--- config.mk ---
export PLATFORM = sky130hd
export DESIGN_NAME = cic_top
export DESIGN_NICKNAME = d
export VERILOG_FILES = /design/src/cic_pkg.sv /design/src/cic_arbiter.sv /design/src/cic_top.sv
export SDC_FILE = /design/constraint.sdc
export NUM_CORES = 1
export LEC_CHECK = 0
export BUFFER_PORTS_ARGS = -buffer_cell sky130_fd_sc_hd__buf_4
export CORE_MARGIN = 2
export CORE_UTILIZATION = 40
export DETAILED_ROUTE_END_ITERATION = 10
export PLACE_DENSITY = 0.63
export SLEW_MARGIN = 0
export SYNTH_ARGS = -nofsm -noshare
export SYNTH_HDL_FRONTEND = slang
export SYNTH_SLANG_ARGS = --single-unit
--- constraint.sdc ---
create_clock -name mclk -period 29.8 [get_ports mclk]
set_input_delay 7.45 -clock mclk [delete_from_list [all_inputs] [get_ports mclk]]
set_output_delay 7.45 -clock mclk [all_outputs]
set_load 0.1 [all_outputs]
--- src/cic_pkg.sv ---
// Purpose: shared constants and types of the cpu interrupt controller
// Assumes: 8-bit register port, 18 sources numbered by vector order
// Notes:   every offset, bit position and reset value lives here once
`default_nettype none
package cic_pkg;
   // -----------------------------------------------------------------
   // sizes and timing
   // -----------------------------------------------------------------
   localparam int NUM_SRC = 18;
   localparam int DETECT_CYCLES = 1; // machine cycle that takes a request
   localparam int CALL_CYCLES = 6; // machine cycles of the forced call
   localparam logic [7:0] VEC_BASE = 8'h03;
   localparam int VEC_SHIFT = 3; // vectors sit eight bytes apart

   // -----------------------------------------------------------------
   // register offsets
   // -----------------------------------------------------------------
   localparam logic [7:0] ADDR_FLAGS_A = 8'h88;
   localparam logic [7:0] ADDR_FLAGS_AES = 8'h98;
   localparam logic [7:0] ADDR_FLAGS_RADIO = 8'h9b;
   localparam logic [7:0] ADDR_PRIO_LO = 8'ha9;
   localparam logic [7:0] ADDR_EN_B = 8'hb8;
   localparam logic [7:0] ADDR_PRIO_HI = 8'hb9;
   localparam logic [7:0] ADDR_FLAGS_D = 8'hc0;
   localparam logic [7:0] ADDR_FLAGS_E = 8'he8;
   localparam logic [7:0] ADDR_EN_A = 8'ha8;
   localparam logic [7:0] ADDR_EN_C = 8'h9a;

   // -----------------------------------------------------------------
   // reset values and writable masks
   // -----------------------------------------------------------------
   localparam logic [7:0] RST_FLAGS_A = 8'h05; // detect mode bits start at 1
   localparam logic [7:0] RST_ZERO = 8'h00;
   localparam logic [7:0] MASK_EN_A = 8'hbf;
   localparam logic [7:0] MASK_EN_BC = 8'h3f;

   // -----------------------------------------------------------------
   // source numbers
   // -----------------------------------------------------------------
   localparam int SRC_RFERR = 0;
   localparam int SRC_ADC = 1;
   localparam int SRC_URX0 = 2;
   localparam int SRC_URX1 = 3;
   localparam int SRC_AES = 4;
   localparam int SRC_ST = 5;
   localparam int SRC_P2 = 6;
   localparam int SRC_UTX0 = 7;
   localparam int SRC_DMA = 8;
   localparam int SRC_T1 = 9;
   localparam int SRC_T2 = 10;
   localparam int SRC_T3 = 11;
   localparam int SRC_T4 = 12;
   localparam int SRC_P0 = 13;
   localparam int SRC_UTX1 = 14;
   localparam int SRC_P1 = 15;
   localparam int SRC_RF = 16;
   localparam int SRC_WDT = 17;

   // -----------------------------------------------------------------
   // flag bit positions
   // -----------------------------------------------------------------
   localparam int FA_URX1 = 7;
   localparam int FA_ADC = 5;
   localparam int FA_URX0 = 3;
   localparam int FA_DET_HI = 2;
   localparam int FA_RFERR = 1;
   localparam int FA_DET_LO = 0;
   localparam int DUAL_HI = 1;
   localparam int DUAL_LO = 0;
   localparam int FD_ST = 7;
   localparam int FD_FORCE = 6;
   localparam int FD_P0 = 5;
   localparam int FD_T4 = 4;
   localparam int FD_T3 = 3;
   localparam int FD_T2 = 2;
   localparam int FD_T1 = 1;
   localparam int FD_DMA = 0;
   localparam int FE_WDT = 4;
   localparam int FE_P1 = 3;
   localparam int FE_UTX1 = 2;
   localparam int FE_UTX0 = 1;
   localparam int FE_P2 = 0;

   // -----------------------------------------------------------------
   // enable bit positions
   // -----------------------------------------------------------------
   localparam int EA_GLOBAL = 7;
   localparam int EA_ST = 5;
   localparam int EA_AES = 4;
   localparam int EA_URX1 = 3;
   localparam int EA_URX0 = 2;
   localparam int EA_ADC = 1;
   localparam int EA_RFERR = 0;
   localparam int EB_P0 = 5;
   localparam int EB_T4 = 4;
   localparam int EB_T3 = 3;
   localparam int EB_T2 = 2;
   localparam int EB_T1 = 1;
   localparam int EB_DMA = 0;
   localparam int EC_WDT = 5;
   localparam int EC_P1 = 4;
   localparam int EC_UTX1 = 3;
   localparam int EC_UTX0 = 2;
   localparam int EC_P2 = 1;
   localparam int EC_RF = 0;

   // -----------------------------------------------------------------
   // grouping table indexed by source number, polling table by poll position
   // -----------------------------------------------------------------
   localparam int GROUP_OF [NUM_SRC] =
      '{0, 1, 2, 3, 4, 5, 1, 2, 0, 1, 2, 3, 4, 5, 3, 4, 0, 5};
   localparam int POLL_ORDER [NUM_SRC] =
      '{SRC_RFERR, SRC_RF, SRC_DMA, SRC_ADC, SRC_T1, SRC_URX0, SRC_T2,
        SRC_URX1, SRC_T3, SRC_AES, SRC_T4, SRC_ST, SRC_P0, SRC_P2,
        SRC_UTX0, SRC_UTX1, SRC_P1, SRC_WDT};

   // -----------------------------------------------------------------
   // state types
   // -----------------------------------------------------------------
   typedef enum logic {CIC_IDLE, CIC_CALL} cic_state_t;

   typedef struct packed {
      logic [7:0] flags_a;
      logic [7:0] aes;
      logic [7:0] radio;
      logic [7:0] prio_lo;
      logic [7:0] prio_hi;
      logic [7:0] flags_d;
      logic [7:0] flags_e;
      logic [7:0] en_a;
      logic [7:0] en_b;
      logic [7:0] en_c;
      logic [3:0] active;
      cic_state_t st;
      logic [2:0] cnt;
      logic call;
      logic [7:0] vec;
      logic [4:0] id;
      logic [1:0] lvl;
      logic act_any;
      logic [7:0] rd_data;
   } cic_regs_t;

   localparam cic_regs_t CIC_RESET = '{
      flags_a: RST_FLAGS_A, aes: RST_ZERO, radio: RST_ZERO,
      prio_lo: RST_ZERO, prio_hi: RST_ZERO, flags_d: RST_ZERO,
      flags_e: RST_ZERO, en_a: RST_ZERO, en_b: RST_ZERO, en_c: RST_ZERO,
      active: 4'h0, st: CIC_IDLE, cnt: 3'h0, call: 1'b0, vec: 8'h00,
      id: 5'h00, lvl: 2'h0, act_any: 1'b0, rd_data: 8'h00};
endpackage : cic_pkg
`default_nettype wire

--- src/cic_arbiter.sv ---
// Purpose: picks the winning request by level, then by polling order
// Assumes: req already gated by flags, enables and global enable
// Notes:   purely combinational; the top registers what it uses
`default_nettype none
`timescale 1ns/1ns
module cic_arbiter
   import cic_pkg::*;
(
   input wire logic [NUM_SRC-1:0] req,
   input wire logic [5:0] prio_lo,
   input wire logic [5:0] prio_hi,
   output logic win_valid,
   output logic [4:0] win_id,
   output logic [1:0] win_level
);
   // -----------------------------------------------------------------
   // level of a source from its group's two priority bits
   // -----------------------------------------------------------------
   function automatic logic [1:0] level_of(input int id,
                                           input logic [5:0] lo,
                                           input logic [5:0] hi);
      return {hi[GROUP_OF[id]], lo[GROUP_OF[id]]};
   endfunction : level_of

   logic [1:0] best;
   logic any;
   logic found;

   // -----------------------------------------------------------------
   // highest level first, then first match in the fixed polling order
   // -----------------------------------------------------------------
   always_comb begin
      best = 2'h0;
      any = 1'b0;
      found = 1'b0;
      win_id = 5'h00;
      for (int i = 0; i < NUM_SRC; i++) begin
         if (req[i] && (!any || level_of(i, prio_lo, prio_hi) > best)) begin
            best = level_of(i, prio_lo, prio_hi);
            any = 1'b1;
         end
      end
      // ties go by polling order, never by bit position
      for (int k = 0; k < NUM_SRC; k++) begin
         if (!found && req[POLL_ORDER[k]] &&
             level_of(POLL_ORDER[k], prio_lo, prio_hi) == best) begin
            found = 1'b1;
            win_id = 5'(POLL_ORDER[k]);
         end
      end
      win_valid = any;
      win_level = best;
   end
endmodule : cic_arbiter
`default_nettype wire

--- src/cic_top.sv ---
// Purpose: interrupt controller for a small cpu core, 18 sources
// Assumes: one mclk edge with ce high is one machine cycle
// Notes:   the cpu resumes the interrupted code itself after a return
//
// How it works
// - flags set on events regardless of enable
// - enabled pending request forces call next instruction
// - one detect cycle plus six call cycles
// - preempt only for strictly higher level
// - lower or equal requests stay pending meanwhile
// - return ends the highest active service level
// - some flags cleared by hardware on vectoring
// - detect mode bits reset to one, kept
// - aes event sets both aes flags
// - radio event sets both radio flags
// - force bit written one always enables source
// - group level from high and low bits
// - six groups of three sources each
// - same level ties resolved by polling order
// - polling order fixed across all eighteen sources
// - enable b holds port0, timers, dma
// - enable c holds wdt, ports, tx, radio
// - enable a holds st, aes, rx, adc, rferr
// - global enable bit gates every acknowledge
// - flags a holds rx1, adc, rx0, rferr
// - flags d holds st, port0, timers, dma
// - flags e holds wdt, port1, tx, port2
//
// The address-and-strobe port is this design's own decision.
`default_nettype none
`timescale 1ns/1ns
module cic_top
   import cic_pkg::*;
(
   input wire logic mclk,
   input wire logic srst,
   input wire logic ce,
   input wire logic [7:0] reg_addr,
   input wire logic [7:0] reg_wdata,
   input wire logic reg_wr,
   input wire logic reg_rd,
   output logic [7:0] reg_rdata_r,
   input wire logic [NUM_SRC-1:0] src_event,
   input wire logic instr_boundary,
   input wire logic return_from_service,
   output logic forced_long_call_r,
   output logic [7:0] service_vector_r,
   output logic [1:0] service_level_r,
   output logic service_active_r
);
   cic_regs_t r;
   cic_regs_t n;

   logic [NUM_SRC-1:0] pend;
   logic [NUM_SRC-1:0] en;
   logic [NUM_SRC-1:0] req;
   logic win_valid;
   logic [4:0] win_id;
   logic [1:0] win_level;
   logic [1:0] cur_level;
   logic take;
   logic [7:0] set_fa;
   logic [7:0] set_fd;
   logic [7:0] set_fe;
   logic [7:0] clr_fa;
   logic [7:0] clr_fd;

   // -----------------------------------------------------------------
   // helpers
   // -----------------------------------------------------------------
   // highest set bit of the active-level stack
   function automatic logic [1:0] top_level(input logic [3:0] a);
      logic [1:0] l;
      l = 2'h0;
      for (int i = 0; i < 4; i++) begin
         if (a[i]) begin
            l = 2'(i);
         end
      end
      return l;
   endfunction : top_level

   // pending view per source number; dual flags request on either bit
   function automatic logic [NUM_SRC-1:0] pend_of(input cic_regs_t s);
      logic [NUM_SRC-1:0] p;
      p = '0;
      p[SRC_RFERR] = s.flags_a[FA_RFERR];
      p[SRC_ADC] = s.flags_a[FA_ADC];
      p[SRC_URX0] = s.flags_a[FA_URX0];
      p[SRC_URX1] = s.flags_a[FA_URX1];
      p[SRC_AES] = s.aes[DUAL_HI] | s.aes[DUAL_LO];
      p[SRC_ST] = s.flags_d[FD_ST];
      p[SRC_P0] = s.flags_d[FD_P0];
      p[SRC_T4] = s.flags_d[FD_T4];
      p[SRC_T3] = s.flags_d[FD_T3];
      p[SRC_T2] = s.flags_d[FD_T2];
      p[SRC_T1] = s.flags_d[FD_T1];
      p[SRC_DMA] = s.flags_d[FD_DMA];
      p[SRC_WDT] = s.flags_e[FE_WDT];
      p[SRC_P1] = s.flags_e[FE_P1];
      p[SRC_UTX1] = s.flags_e[FE_UTX1];
      p[SRC_UTX0] = s.flags_e[FE_UTX0];
      p[SRC_P2] = s.flags_e[FE_P2];
      p[SRC_RF] = s.radio[DUAL_HI] | s.radio[DUAL_LO];
      return p;
   endfunction : pend_of

   // -----------------------------------------------------------------
   // enable and request vectors
   // -----------------------------------------------------------------
   always_comb begin
      en = '0;
      en[SRC_ST] = r.en_a[EA_ST] | r.flags_d[FD_FORCE];
      en[SRC_AES] = r.en_a[EA_AES];
      en[SRC_URX1] = r.en_a[EA_URX1];
      en[SRC_URX0] = r.en_a[EA_URX0];
      en[SRC_ADC] = r.en_a[EA_ADC];
      en[SRC_RFERR] = r.en_a[EA_RFERR];
      en[SRC_P0] = r.en_b[EB_P0];
      en[SRC_T4] = r.en_b[EB_T4];
      en[SRC_T3] = r.en_b[EB_T3];
      en[SRC_T2] = r.en_b[EB_T2];
      en[SRC_T1] = r.en_b[EB_T1];
      en[SRC_DMA] = r.en_b[EB_DMA];
      en[SRC_WDT] = r.en_c[EC_WDT];
      en[SRC_P1] = r.en_c[EC_P1];
      en[SRC_UTX1] = r.en_c[EC_UTX1];
      en[SRC_UTX0] = r.en_c[EC_UTX0];
      en[SRC_P2] = r.en_c[EC_P2];
      en[SRC_RF] = r.en_c[EC_RF];
   end

   assign pend = pend_of(r);
   // global enable off means nothing reaches the arbiter
   assign req = pend & en & {NUM_SRC{r.en_a[EA_GLOBAL]}};

   cic_arbiter u_arb (
      .req(req),
      .prio_lo(r.prio_lo[5:0]),
      .prio_hi(r.prio_hi[5:0]),
      .win_valid(win_valid),
      .win_id(win_id),
      .win_level(win_level)
   );

   // take only at an instruction boundary and only a strictly higher level
   assign cur_level = top_level(r.active);
   assign take = (r.st == CIC_IDLE) && instr_boundary && win_valid &&
                 (!(|r.active) || win_level > cur_level);

   // -----------------------------------------------------------------
   // hardware set and clear masks
   // -----------------------------------------------------------------
   always_comb begin
      set_fa = '0;
      set_fd = '0;
      set_fe = '0;
      set_fa[FA_URX1] = src_event[SRC_URX1];
      set_fa[FA_ADC] = src_event[SRC_ADC];
      set_fa[FA_URX0] = src_event[SRC_URX0];
      set_fa[FA_RFERR] = src_event[SRC_RFERR];
      set_fd[FD_ST] = src_event[SRC_ST];
      set_fd[FD_P0] = src_event[SRC_P0];
      set_fd[FD_T4] = src_event[SRC_T4];
      set_fd[FD_T3] = src_event[SRC_T3];
      set_fd[FD_T2] = src_event[SRC_T2];
      set_fd[FD_T1] = src_event[SRC_T1];
      set_fd[FD_DMA] = src_event[SRC_DMA];
      set_fe[FE_WDT] = src_event[SRC_WDT];
      set_fe[FE_P1] = src_event[SRC_P1];
      set_fe[FE_UTX1] = src_event[SRC_UTX1];
      set_fe[FE_UTX0] = src_event[SRC_UTX0];
      set_fe[FE_P2] = src_event[SRC_P2];
   end

   // flags that vectoring clears; all others wait for software
   always_comb begin
      clr_fa = '0;
      clr_fd = '0;
      if (take) begin
         clr_fa[FA_URX1] = (win_id == 5'(SRC_URX1));
         clr_fa[FA_ADC] = (win_id == 5'(SRC_ADC));
         clr_fa[FA_URX0] = (win_id == 5'(SRC_URX0));
         clr_fa[FA_RFERR] = (win_id == 5'(SRC_RFERR));
         clr_fd[FD_T1] = (win_id == 5'(SRC_T1));
         clr_fd[FD_T2] = (win_id == 5'(SRC_T2));
         clr_fd[FD_T3] = (win_id == 5'(SRC_T3));
         clr_fd[FD_T4] = (win_id == 5'(SRC_T4));
      end
   end

   // -----------------------------------------------------------------
   // next state: registers, read port, service sequencer
   // -----------------------------------------------------------------
   always_comb begin
      n = r;
      // read data stand for exactly the cycle after the strobe
      n.rd_data = 8'h00;
      if (reg_rd) begin
         unique case (reg_addr)
            ADDR_FLAGS_A: n.rd_data = r.flags_a;
            ADDR_FLAGS_AES: n.rd_data = r.aes;
            ADDR_FLAGS_RADIO: n.rd_data = r.radio;
            ADDR_PRIO_LO: n.rd_data = r.prio_lo;
            ADDR_PRIO_HI: n.rd_data = r.prio_hi;
            ADDR_FLAGS_D: n.rd_data = r.flags_d;
            ADDR_FLAGS_E: n.rd_data = r.flags_e;
            ADDR_EN_A: n.rd_data = r.en_a;
            ADDR_EN_B: n.rd_data = r.en_b;
            ADDR_EN_C: n.rd_data = r.en_c;
            default: n.rd_data = 8'h00;
         endcase
      end
      // plain writes; detect mode bits are stored as written
      if (reg_wr) begin
         unique case (reg_addr)
            ADDR_FLAGS_A: n.flags_a = reg_wdata;
            ADDR_FLAGS_AES: n.aes = reg_wdata;
            ADDR_FLAGS_RADIO: n.radio = reg_wdata;
            ADDR_PRIO_LO: n.prio_lo = reg_wdata;
            ADDR_PRIO_HI: n.prio_hi = reg_wdata;
            ADDR_FLAGS_D: n.flags_d = reg_wdata;
            ADDR_FLAGS_E: n.flags_e = reg_wdata;
            ADDR_EN_A: n.en_a = reg_wdata & MASK_EN_A;
            ADDR_EN_B: n.en_b = reg_wdata & MASK_EN_BC;
            ADDR_EN_C: n.en_c = reg_wdata & MASK_EN_BC;
            default: n.rd_data = n.rd_data;
         endcase
      end
      // hardware set wins over any clear in the same cycle
      n.flags_a = (n.flags_a & ~clr_fa) | set_fa;
      n.flags_d = (n.flags_d & ~clr_fd) | set_fd;
      n.flags_e = n.flags_e | set_fe;
      if (src_event[SRC_AES]) begin
         n.aes[DUAL_HI] = 1'b1;
         n.aes[DUAL_LO] = 1'b1;
      end
      if (src_event[SRC_RF]) begin
         n.radio[DUAL_HI] = 1'b1;
         n.radio[DUAL_LO] = 1'b1;
      end
      // return drops the innermost service level first
      if (return_from_service && (|r.active)) begin
         n.active[cur_level] = 1'b0;
      end
      unique case (r.st)
         CIC_IDLE: begin
            if (take) begin
               n.st = CIC_CALL;
               n.call = 1'b1;
               n.cnt = 3'(CALL_CYCLES - 1);
               n.id = win_id;
               n.lvl = win_level;
               n.vec = VEC_BASE + 8'({3'h0, win_id} << VEC_SHIFT);
            end
         end
         CIC_CALL: begin
            if (r.cnt == 3'h0) begin
               n.st = CIC_IDLE;
               n.call = 1'b0;
               n.active[r.lvl] = 1'b1;
            end else begin
               n.cnt = r.cnt - 3'h1;
            end
         end
      endcase
      n.act_any = |n.active;
   end

   // -----------------------------------------------------------------
   // state register; ce low freezes everything but reset
   // -----------------------------------------------------------------
   always_ff @(posedge mclk) begin
      if (srst) begin
         r <= CIC_RESET;
      end else if (ce) begin
         r <= n;
      end
   end

   assign reg_rdata_r = r.rd_data;
   assign forced_long_call_r = r.call;
   assign service_vector_r = r.vec;
   assign service_level_r = r.lvl;
   assign service_active_r = r.act_any;
endmodule : cic_top
`default_nettype wire

# ---- After elaboration in Yosys (flattened, before gate mapping)
# Cells that the tools add are included.
dict set report word_totals {
  reg_bits 108
  latchBits 0
  mem_bits_rw 0
  mem_bits_ro 0
  inputBits 41
  out_inout_bits 20
  mem_count 0
}
dict set report op_classes {
  add_sub_neg 2
  multipliers 0
  div_mod_pow 0
  magnitude_cmp 22
  n_eq_ne 26
  n_shift 0
  mux 104
  n_bitwise 16
  n_reduce_logical 131
}
# cell n
set ops {}
lappend ops {{2-to-1 mux 5 bit} 18}
lappend ops {{equality test 8 bit (second input constant)} 10}
lappend ops {{2-to-1 mux 80 bit} 1}
lappend ops {{one-hot mux 8 bit (10 select lines)} 1}
lappend ops {{2-to-1 mux 8 bit} 9}
lappend ops {{logical AND 1 bit} 58}
lappend ops {{2-to-1 mux 2 bit} 22}
lappend ops {{2-to-1 mux 1 bit} 43}
lappend ops {{AND 18 bit} 2}
lappend ops {{greater-than comparator 2 bit} 18}
lappend ops {{AND reduction 3 bit} 12}
lappend ops {{logical NOT 1 bit} 35}
lappend ops {{equality test 5 x 4 -> 1 bit (second input constant)} 4}
lappend ops {{2-to-1 mux 20 bit} 1}
lappend ops {{logical OR 1 bit} 18}
lappend ops {{AND 8 bit} 2}
lappend ops {{bitwise OR 8 bit} 2}
lappend ops {{equality test 2 bit} 6}
lappend ops {{2-to-1 mux 4 bit} 3}
lappend ops {{2-to-1 mux 6 bit} 2}
lappend ops {{equality test 5 x 2 -> 1 bit (second input constant)} 2}
lappend ops {{one-hot mux 5 bit (2 select lines)} 1}
lappend ops {{adder 2 x 8 -> 8 bit (first input constant)} 1}
lappend ops {{NOT 5 -> 8 bit} 1}
lappend ops {{other kinds (19)} 29}

# ---- Depth between registers and ports, before layout
# Gate-level depths: netlist of run 1.
dict set report logic_depth {
  ltp_word 148
  ltp_mapped 135
  depth_no_buf 130
}

# ---- Modules after synthesis
# From an unflattened synthesis of run 1, not the netlist that was laid out.
dict set report unflattened {
  hier_cells 1017
  hier_area_um2 7967.6
}
# mod instances cells_each area_per_inst_um2 seq_area_each_um2
set modules_own_cells {}
lappend modules_own_cells {cic_top 1 624 5296.3 2021.9}
lappend modules_own_cells {cic_arbiter 1 393 2671.3 0.0}

# ---- Least setup slack after synthesis of run 1
# No wires, ideal clock.
dict set report synth_path {
  path_type {register to register}
  from {register r[56] (netlist bit)}
  to {register r[26] (netlist bit)}
  arrival_ps 21041
  required_time_ps 29730
  slack_ps 8689
  stages_incl_launch_ff 128
  n_path_buf 4
  synth_period_minus_slack_ps 21111
  cell_sequence {dfxtp_1 > buf_4 > buf_6 > buf_6 > nand3_1 > nor2_1 > ha_1 > nand4_1 > o311ai_4 > mux2_4 > ha_1 > nor2b_1 > o21ai_0 > a211oi_1 > a21o_1 > ha_1 > nor2b_1 > a2bb2oi_1 > [... 92 more ...] > nand2_1 > o21ai_0 > o41a_1 > nor2_1 > or3_1 > o311a_1 > o31a_1 > o21a_1 > buf_6 > ha_1 > a21oi_1 > a21oi_1 > nor3b_1 > o21ai_0 > nor2_1 > nor2_1 > or3b_2 > a21oi_1}
}
dict set report synth_via {
  elab_chain_len 75
  word_cells_on_any_way 111
  classes_between {order compare (18); eq/ne (1); mux (36); bitwise (1); reduce/logical (55)}
}
# element line_no
set synth_lines {}
lappend synth_lines {{from (decl)} cic_top.sv:51} ;# cic_regs_t r;
lappend synth_lines {{from (signal assigned)} cic_top.sv:277} ;# r <= n;
lappend synth_lines {{AND 18 bit *} cic_top.sv:135} ;# assign req = pend & en & {NUM_SRC{r.en_a[EA_GLOBAL]}};
lappend synth_lines {{2-to-1 mux 2 bit or 2-to-1 mux 1 bit (tied branches)} cic_arbiter.sv:38} ;# if (req[i] && (!any || level_of(i, prio_lo, prio_hi) > best)) begin
lappend synth_lines {{greater-than comparator 2 bit or logical NOT 1 bit (tied branches)} cic_arbiter.sv:38}
lappend synth_lines {{logical OR 1 bit} cic_arbiter.sv:38}
lappend synth_lines {{logical AND 1 bit} cic_arbiter.sv:38}
lappend synth_lines {{2-to-1 mux 2 bit or 2-to-1 mux 1 bit (tied branches)} cic_arbiter.sv:38}
lappend synth_lines {{greater-than comparator 2 bit or logical NOT 1 bit (tied branches)} cic_arbiter.sv:38}
lappend synth_lines {{logical OR 1 bit} cic_arbiter.sv:38}
lappend synth_lines {{[... 59 more ...]} -}
lappend synth_lines {{logical OR 1 bit} cic_arbiter.sv:38}
lappend synth_lines {{logical AND 1 bit} cic_arbiter.sv:38}
lappend synth_lines {{2-to-1 mux 2 bit} cic_arbiter.sv:38}
lappend synth_lines {{greater-than comparator 2 bit} cic_top.sv:149} ;# (!(|r.active) || win_level > cur_level);
lappend synth_lines {{logical OR 1 bit} cic_top.sv:149}
lappend synth_lines {{logical AND 1 bit *} cic_top.sv:148} ;# assign take = (r.st == CIC_IDLE) && instr_boundary && win_valid &&
lappend synth_lines {{inequality test 2 bit (no source line) *} -}
lappend synth_lines {{AND reduction 3 bit (no source line) *} -}
# Every way passes the cells marked *; elsewhere a longest branch is shown, timed or not.
# A chain may end at the register's enable or synchronous reset.

# ---- Final worst setup path of run 1
# Ends and elaborated chain as after synthesis.

==> results.yml, run 1 <==
floorplan:
  core-area_mm2: 0.01802
  die_y_um: 139.6
  placementRows: 49
  start_util_pct: 40.80
  die_x_um: 139.6
  die-area_mm2: 0.01948
  io_pins: 61
synth:
  synth_cells: 976
  ys_seq_area_share_pct: 27.50
  ys.flop_type: "dfxtp_1"
  synth_top_cell_area_share_pct: 27.50
  syn_nets: 1044
  synth_area_mm2: 0.007353
  synth_cell_types: 80
  ys.warnings.count: 0
  synthTopCellsByCount: "nor2_1, nand2_1, dfxtp_1"
  synth_edf_count: 0
  synth.largest_area_cell: "dfxtp_1"
  synth-seq-cells: 101
  avgSynthCellArea_um2: 7.534
  synthArstFlopShare_pct: 0
  yosys-top-cells-area: "dfxtp_1, mux2i_1, nor2_1, nand2_1, a21oi_1"
  synth.most_common_cell: "nor2_1"
sta:
  drv_slew: 0
  slew_headroom_pct: 22.72
  post-route-min-period_ns: 24.91
  whs_ns: 0.4562
  setup_violations: 0
  hold_violations: 0
  fmax_mhz: 40.14
  layout_setup_ws_ns: 4.886
  min_period_over_period_pct: 83.61
  tightestPinTransition_ns: 1.141
  rsz0062_at_grt: "no"
  finalClockSkew_ns: 0.007059
  tns_ns: 0
hold_path:
  hold_path_class: "register to register"
place:
  hpwlAfterDp_um: 18230
  placed_area_mm2: 0.007770
  preCtsSetupSlack_ns: 5.228
  gp_congestion: 0.9670
  portBuffers: 59
grt:
  gr-usage-all-layers_pct: 25.03
  use_met3_pct: 3.648
  grt_pass1_vias: 6846
  grt_max_degree: 102
  antenna_found_initial: 0
  grt_use_met2_pct: 39.27
  grt_pass1_wl_um: 38540
  met1_usage_pct: 34.04
  overflow: 0
  busiest_layer: "met2"
route:
  routed_via_density: 6.127
  routed_wl_um: 24670
  num_vias: 7438
  drc: 0
  drtIter0Drc: 662
  dr.pass1.iters: 7
  ant_nets: 0
  wire_per_inst_um: 20.32
flow_run:
  maxCapViolations: 0
clocking:
  path_clk_slew_ns: 0.07
  tritoncts: "yes"
  cts.path.max_buffers: 2
  cts_buffers: 9
  cts_root_buf: "clkbuf_16"
  clk_latency_ns: 0.36
  post-cts-setup-buffers: 0
  post_cts_resized: 0
  htree_levels: 3
  cts.sinks: 101
  ctsHoldBuffers: 0
final_layout:
  final_layout_size_suffix_gt1_share_pct: 12.49
  syn_to_final_growth_pct: 9.648
  diodes: 0
  fin_nets: 1048
  design_area_mm2: 0.008063
power_and_ir_drop:
  powerDensity_mw_per_mm2: 34.52
  cellLeakagePower_nw: 3.160
  power_mw: 0.2783
  ir_drop_mv: 0.05390
critical_path:
  path_class: "register to register"
  cpPeakStageDelay_ns: 0.70
  crit_top_cell: "nor2_1"
  crit_path_start_kind: "register"
  ff2ff_setup_slack_ns: 4.89
  crit_family: "compound AO/OA/AOI/OAI gates"
  worstPathRequired_ns: 30.08
  path_buf_inv: 4
  crit_arrival_ns: 25.20
  end_kind: "register"
  worst-path-max-fanout: 37
  cp_slowest_cell: "nor2_1"
status:
  status: "finished clean"
[routing by layer]
layer	wire length [um]	up-vias
li1	-	3556
met1	10910	3485
met2	10970	338
met3	1754	59
met4	1026	0
met5	0	-
[report_power, final]
group          internal, mW  switching [mW]
registers             0.137         0.00342
clock network        0.0608          0.0574
logic               0.00730          0.0125
[worst paths after layout]
kind	start	to	depth (start not counted)
min reg2reg	r[26]	r[26]	2
max reg2reg	r[56]	r[26]	123
max	r[56]	r[26]	123
min	r[26]	r[26]	2
[cell usage in the layout, fill, tap and decap left out, types with 5 or more instances in the layout]
| cell type | Yosys | routed |
|---|---|---|
| xnor2_1 | 11 | 11 |
| inv_1 | 21 | 21 |
| a211oi_1 | 13 | 13 |
| a22oi_1 | 17 | 17 |
| dfxtp_1 | 101 | 101 |
| clkbuf_16 | 0 | 9 |
| nand3_1 | 45 | 45 |
| o211ai_1 | 8 | 8 |
| nand2b_1 | 6 | 6 |
| nor3b_1 | 6 | 6 |
| o21a_1 | 5 | 5 |
| and2_1 | 6 | 6 |
| a21o_1 | 7 | 7 |
| and3_1 | 17 | 17 |
| a21oi_1 | 80 | 80 |
| nand2_1 | 113 | 113 |
| o211a_1 | 5 | 5 |
| mux2_2 | 11 | 11 |
| or4_1 | 5 | 5 |
| nand4_1 | 15 | 15 |
| a31oi_1 | 15 | 15 |
| nor2_1 | 124 | 124 |
| mux2i_1 | 48 | 48 |
| nor3_1 | 29 | 29 |
| or3_1 | 9 | 9 |
| a222oi_1 | 5 | 5 |
| nor2b_1 | 7 | 7 |
| buf_4 | 20 | 71 |
| ha_1 | 27 | 27 |
| o21ai_0 | 48 | 48 |
| a221oi_1 | 12 | 12 |
[per-stage QoR]
step | util [%] | std cells
2_1_floorplan | - | 976
6_report | 44.73 | 1214
4_1_cts | 44.73 | 1214
3_5_place_dp | 43.11 | 1198
5_1_grt | 44.73 | 1214
3_3_place_gp | 43.11 | 1198
[worst register-to-register path, delay by kind of cell, from the launching register on]
| family | cells | cell delay [ns] |
|---|---|---|
| simple gates | 45 | 7.37 |
| mux | 5 | 1.71 |
| compound gates | 51 | 10.06 |
| buf+inv | 4 | 0.59 |
| fa+ha+maj | 18 | 4.80 |
| flops | 1 | 0.31 |
[cell families after synthesis]
| logic type | share of synthesized area (%) |
|---|---|
| buffers and inverters | 6.602 |
| adder cells (fa/ha/maj) | 4.594 |
| other | 0.05100 |
| multiplexers | 8.610 |
| AND/OR/NAND/NOR | 25.47 |
| AO/OA/AOI/OAI | 24.96 |
| flip-flops | 27.50 |
| XOR/XNOR | 2.212 |
[registers in the layout, indices dropped and copies added (netlist names)]
signal	cells
reg_rdata_r	8
service_vector_r	1
pend	16
en	17
forced_long_call_r	1
service_active_r	1
r	55
service_level_r	2
[cell type report]
type                    count  area (um^2)
clock buffers              10        239.0
clock inverters             6        53.80
fillers                  1915         9962
inverters                  22        82.58
multi-input cells         775         4846
flip-flops and latches    101         2022
well taps                 229        286.5
repair buffers             71        533.0
(Power assumes the default switching activity.)
==> inputs of run 2 (changes only) <==
--- a/config.mk
+++ b/config.mk
@@ -5,11 +5,12 @@
 export SDC_FILE = /design/constraint.sdc
 export NUM_CORES = 1
 export LEC_CHECK = 0
+export ABC_AREA = 1
 export BUFFER_PORTS_ARGS = -buffer_cell sky130_fd_sc_hd__buf_4
 export CORE_MARGIN = 2
 export CORE_UTILIZATION = 40
 export DETAILED_ROUTE_END_ITERATION = 10
-export PLACE_DENSITY = 0.63
+export PLACE_DENSITY = 0.65
 export SLEW_MARGIN = 0
 export SYNTH_ARGS = -nofsm -noshare
 export SYNTH_HDL_FRONTEND = slang
==> constraint.sdc (replaced) <==
create_clock -name mclk -period 20.5 [get_ports mclk]
set_input_delay 5.125 -clock mclk [delete_from_list [all_inputs] [get_ports mclk]]
set_output_delay 5.125 -clock mclk [all_outputs]
set_load 0.1 [all_outputs]
==> run 2 against run 1 <==
  * Critical path depth up 25
  * Total power up 47%
  * Global-route usage down 0.53 points
  * Final area down 0.12%
  * Clock power up 47%
==> results.yml, run 2 <==
final_layout:
  diodes: 0
  final_layout_size_suffix_gt1_share_pct: 18.90
  top_register: "r"
  fillers: 1804
  multi_input_area_mm2: 0.004244
  largest_reg_flops: 55
  final_util_pct: 47.05
  syn_to_final_growth_pct: 15.92
  final_common_cell: "nand2_1"
  layout_common_cells: "nand2_1, inv_1, dfxtp_1, o21ai_0, nor2_1"
  seq_area_mm2: 0.002033
  fin_nets: 1154
hold_path:
  worstHoldStart: "r[62]"
  hold_depth: 2
  hold_path_class: "register to register"
  hold_path_end: "r[62]"
sta:
  post-route-min-period_ns: 18.93
  setup_violations: 0
  layout_setup_ws_ns: 1.570
  slew_headroom_pct: 35.47
  drv_slew: 0
  tightestPinTransition_ns: 0.9605
  finalClockSkew_ns: 0.008840
  whs_ns: 0.4565
  fmax_mhz: 52.83
  min_period_over_period_pct: 92.34
  hold_violations: 0
  tns_ns: 0
place:
  gp_congestion: 0.9360
  preCtsSetupSlack_ns: 0.04246
  hpwlAfterDp_um: 16960
  portBuffers: 59
synth:
  synth_top_cell_area_share_pct: 29.11
  ys.flop_type: "dfxtp_1"
  synthArstFlopShare_pct: 0
  synth_cell_types: 50
  ys_seq_area_share_pct: 29.11
  synth.largest_area_cell: "dfxtp_1"
  synth_edf_count: 0
  avgSynthCellArea_um2: 6.660
  synth_area_mm2: 0.006947
  synth_cells: 1043
  synth.most_common_cell: "nand2_1"
  synth-seq-cells: 101
  yosys-top-cells-area: "dfxtp_1, nand2_1, o21ai_0, inv_1, ha_1"
  syn_nets: 1111
  synthTopCellsByCount: "nand2_1, inv_1, o21ai_0"
  ys.warnings.count: 0
critical_path:
  worstRegToRegCells: 148
  crit_top_cell: "nand2_1"
  path_class: "register to register"
  cp_slowest_cell: "dfxtp_4"
  cpPeakStageDelay_ns: 0.39
  rr_startpoint: "pend[0]"
  worst-path-max-fanout: 6
  r2r_end: "pend[0]"
  ff2ff_setup_slack_ns: 1.57
  worstPathRequired_ns: 20.74
  crit_arrival_ns: 19.17
  crit_family: "simple AND/OR/NAND/NOR gates"
  path_buf_inv: 16
  end_kind: "register"
  crit_path_start_kind: "register"
clocking:
  cts.sinks: 101
  tritoncts: "yes"
  cts.path.max_buffers: 2
  cts_root_buf: "clkbuf_16"
  ctsHoldBuffers: 0
  clk_latency_ns: 0.35
  htree_levels: 3
  cts_buffers: 9
  path_clk_slew_ns: 0.07
grt:
  grt_pass1_vias: 6686
  overflow: 0
  grt_pass1_wl_um: 35380
  gr-usage-all-layers_pct: 24.50
  grt_max_degree: 57
  antenna_found_initial: 0
power_and_ir_drop:
  powerDensity_mw_per_mm2: 50.91
  p_seq_share_pct: 49.3
  power_frac_clock_pct: 42.2
  p_comb_share_pct: 8.4
  p_sw_share_pct: 25.24
  cellLeakagePower_nw: 3.481
  p_switching_mw: 0.1035
  power_mw: 0.4100
  ir_drop_mv: 0.04417
  p_int_mw: 0.3065
floorplan:
  die_y_um: 135.8
  die_x_um: 135.8
  die-area_mm2: 0.01844
  start_util_pct: 40.58
  core-area_mm2: 0.01712
  io_pins: 61
  placementRows: 48
route:
  wire_per_inst_um: 17.14
  drtIter0Drc: 758
  routed_via_density: 5.560
  dr.pass1.iters: 6
  drc: 0
  ant_nets: 0
  num_vias: 7312
  routed_wl_um: 22540
flow_run:
  maxCapViolations: 0
status:
  status: "finished clean"
run 2: cell types whose count changed in the layout (fill, tap and decap cells not counted), moves of 11 or more:
cell	delta
mux2i_1	-47
a22oi_1	-12
nand3_2	+19
nand2_2	+37
o21ai_1	+12
nand2_1	+57
nor2_1	-38
nand3_1	+12
a21oi_1	-20
xnor2_1	-11
and3_1	-16
o21ai_0	+44
inv_1	+126
mux2_2	-11
run 2: kinds of logic (layout without fill, tap and decap cells):
| group | count (synthesis) | after routing | synth area share (%) |
|---|---|---|---|
| xor+xnor | 4 | 4 | 0.6125 |
| flops | 101 | 101 | 29.11 |
| simple gates | 439 | 439 | 30.31 |
| mux | 1 | 1 | 0.1441 |
| other cells | 1 | 1 | 0.05398 |
| compound gates | 264 | 264 | 22.80 |
| fa+ha+maj | 27 | 27 | 4.863 |
| buf+inv | 206 | 253 | 12.10 |
run 2: area by class of cell:
class                           count  share of cell area [%]
Clock buffer                        9                   2.797
Clock inverter                      6                  0.8856
Multi-Input combinational cell    736                   52.70
Inverter                          159                   7.411
Timing Repair Buffer               79                   7.458
Tap cell                          225                   3.496
Sequential cell                   101                   25.25
run 2: worst register-to-register path, delay by kind of cell (launching register included):
family,cells,cell delay (ns)
buf+inv,16,1.12
simple gates,88,9.12
fa+ha+maj,17,4.70
compound gates,27,3.42
flops,1,0.39
run 2: worst max path at each step:
stage	end	cells past startpoint	slack, ns	startpoint
5_1_grt	pend[0]	151	-0.08	r[56]
6_report	pend[0]	148	1.57	pend[0]
3_5_place_dp	r[26]	132	0.04	pend[0]
3_3_place_gp	r[26]	131	0.55	pend[0]
2_1_floorplan	service_level_r[1]	135	1.97	r[56]
4_1_cts	r[26]	133	0.02	pend[0]
run 2: power by group through the flow:
stage | sequential (mW) | combinational (mW) | clock (mW)
CTS | 0.202 | 0.0340 | 0.175
floorplan | 0.207 | 0.0187 | 0
detailed placement | 0.207 | 0.0338 | 0
global placement | 0.207 | 0.0335 | 0
finish | 0.202 | 0.0345 | 0.173
global route | 0.203 | 0.0379 | 0.182
run 2: per-layer routing:
layer | routed length, um | global-route usage (%) | part of all wire [%] | up-vias
li1 | - | - | - | 3601
met1 | 9644 | 32.82 | 43 | 3349
met2 | 10510 | 39.70 | 47 | 303
met3 | 1618 | 3.816 | 7.2 | 59
met4 | 763 | 9.259 | 3.4 | 0
met5 | 0 | 0 | 0 | -
run 2: through the flow:
stage                     cell area (um^2)  instances
after detailed placement              7510       1291
after global routing                  8053       1315
final                                 8053       1315
after global placement                7510       1291
after floorplan                       6947       1043
after CTS                             7806       1306
run 2: what timing repair did:
item	in CTS	in global routing
setup endpoints to repair	0	21
gates resized for setup	0	70
buffers inserted	0	9
endpoints found under the hold margin	0	0
==> inputs of run 3 (changes only) <==
--- a/config.mk
+++ b/config.mk
@@ -5,12 +5,11 @@
 export SDC_FILE = /design/constraint.sdc
 export NUM_CORES = 1
 export LEC_CHECK = 0
-export ABC_AREA = 1
 export BUFFER_PORTS_ARGS = -buffer_cell sky130_fd_sc_hd__buf_4
 export CORE_MARGIN = 2
 export CORE_UTILIZATION = 40
 export DETAILED_ROUTE_END_ITERATION = 10
-export PLACE_DENSITY = 0.65
+export PLACE_DENSITY = 0.63
 export SLEW_MARGIN = 0
 export SYNTH_ARGS = -nofsm -noshare
 export SYNTH_HDL_FRONTEND = slang
==> constraint.sdc (replaced) <==
create_clock -name mclk -period 18.5 [get_ports mclk]
set_input_delay 4.625 -clock mclk [delete_from_list [all_inputs] [get_ports mclk]]
set_output_delay 4.625 -clock mclk [all_outputs]
set_load 0.1 [all_outputs]
==> run 3 against run 2 <==
  * The run now ends with setup timing left
  * Clock skew grew 0.0042 ns
  * Register-to-register slack lost 4.3 ns
  * Final area grew 31%
  * Flip-flop and latch count is the same
  * Cell count grew 10%
  * Utilization grew 11 points
  * Largest power group unchanged
==> results.yml, run 3 (same netlist as run 1, synthesis figures left out) <==
grt:
  gr-usage-all-layers_pct: 28.62
  grt_pass1_vias: 8158
  grt_max_degree: 102
  grt_pass1_wl_um: 44670
  antenna_found_initial: 0
  overflow: 0
clocking:
  cts.sinks: 101
  cts_root_buf: "clkbuf_16"
  htree_levels: 3
  path_clk_slew_ns: 0.07
  cts_buffers: 9
  cts.path.max_buffers: 2
  clk_latency_ns: 0.35
  ctsHoldBuffers: 0
  tritoncts: "yes"
sta:
  post-route-min-period_ns: 21.19
  min_period_over_period_pct: 114.5
  fmax_mhz: 47.19
  slew_headroom_pct: 23.98
  drv_slew: 0
  rsz0062_at_grt: "yes"
  setup_violations: 21
  tightestPinTransition_ns: 1.140
  finalClockSkew_ns: 0.01302
  layout_setup_ws_ns: -2.689
  hold_violations: 0
critical_path:
  cpPeakStageDelay_ns: 0.36
  cp_slowest_cell: "dfxtp_4"
  end_kind: "register"
  crit_arrival_ns: 21.40
  crit_path_start_kind: "register"
  worst-path-max-fanout: 5
  crit_top_cell: "buf_4"
  worstRegToRegCells: 133
  worstPathRequired_ns: 18.71
  path_class: "register to register"
route:
  wire_per_inst_um: 20.34
  drtIter0Drc: 953
  routed_via_density: 5.980
  num_vias: 8671
  drc: 0
  dr.max_layer_used: "met4"
  met1_length_um: 12080
  wl_met2_um: 13900
  routed_wl_um: 29490
  ant_nets: 0
  dr.pass1.iters: 5
  wl_met3_um: 2158
hold_path:
  hold_path_class: "register to register"
  hold_depth: 2
final_layout:
  fillers: 1642
  top_register: "r"
  final_util_pct: 58.36
  layout_common_cells: "buf_4, nand2_1, nor2_1, dfxtp_1, a21oi_1"
  final_common_cell: "buf_4"
  syn_to_final_growth_pct: 43.07
  fin_nets: 1284
  largest_reg_flops: 55
  final_layout_size_suffix_gt1_share_pct: 38.74
  diodes: 0
  design_area_mm2: 0.01052
place:
  preCtsSetupSlack_ns: -2.843
  hpwlAfterDp_um: 19610
  gp_congestion: 0.9656
  portBuffers: 59
  placed_area_mm2: 0.008877
floorplan:
  start_util_pct: 40.80
  die-area_mm2: 0.01948
  placementRows: 49
  die_y_um: 139.6
  die_x_um: 139.6
  io_pins: 61
  core-area_mm2: 0.01802
flow_run:
  maxCapViolations: 0
power_and_ir_drop:
  powerDensity_mw_per_mm2: 42.78
  power_mw: 0.4501
  ir_drop_mv: 0.04235
  cellLeakagePower_nw: 4.409
status:
  violations: "setup timing"
  status: "complete, but fails checks"
run 3: cell type report:
type | instances | area [um^2] | share of cell area, %
clock buffer | 10 | 229.0 | 2.177
tap | 229 | 286.5 | 2.724
timing repair buffer | 307 | 2340 | 22.24
clock inverter | 6 | 63.81 | 0.6066
multi-input combinational | 775 | 5489 | 52.18
sequential | 101 | 2029 | 19.29
inverter | 22 | 82.58 | 0.7850
run 3: final timing paths:
path,from,end,slack [ns]
max reg2reg,r[56],pend[1],-2.69
max,r[56],pend[1],-2.69
min,r[96],r[96],0.46
min reg2reg,r[96],r[96],0.46
run 3: power by group:
part,switching [mW],internal (mW)
logic,0.0230,0.0133
registers,0.00408,0.220
clock network,0.0940,0.0953
run 3: critical path, delay by kind of cell (launching register included):
kind,cells,cell delay [ns]
buf+inv,35,4.32
flops,1,0.36
simple gates,40,5.00
compound gates,38,5.94
fa+ha+maj,14,3.65
mux,5,1.55
xor+xnor,1,0.19
run 3: what timing repair did:
item | 4_1_cts | 5_1_grt
pin swaps | 47 | 83
gates resized for setup | 52 | 70
setup endpoints to repair | 21 | 21
buffers inserted | 92 | 21
run 3: stage by stage:
step           setup TNS, ns  cells  hold WS, ns
3_5_place_dp          -54.96   1326       0.4481
5_1_grt               -75.44   1450       0.4803
3_3_place_gp          -42.84   1326       0.4430
6_report              -52.96   1450       0.4581
4_1_cts               -42.16   1433       0.4589
2_1_floorplan         -28.91    976       0.4318
run 3: routing by layer:
layer | vias to the layer above | global-route usage, %
met2 | 440 | 47.65
met4 | 0 | 12.89
met3 | 104 | 3.407
met1 | 4098 | 37.30
met5 | - | 0
li1 | 4029 | -
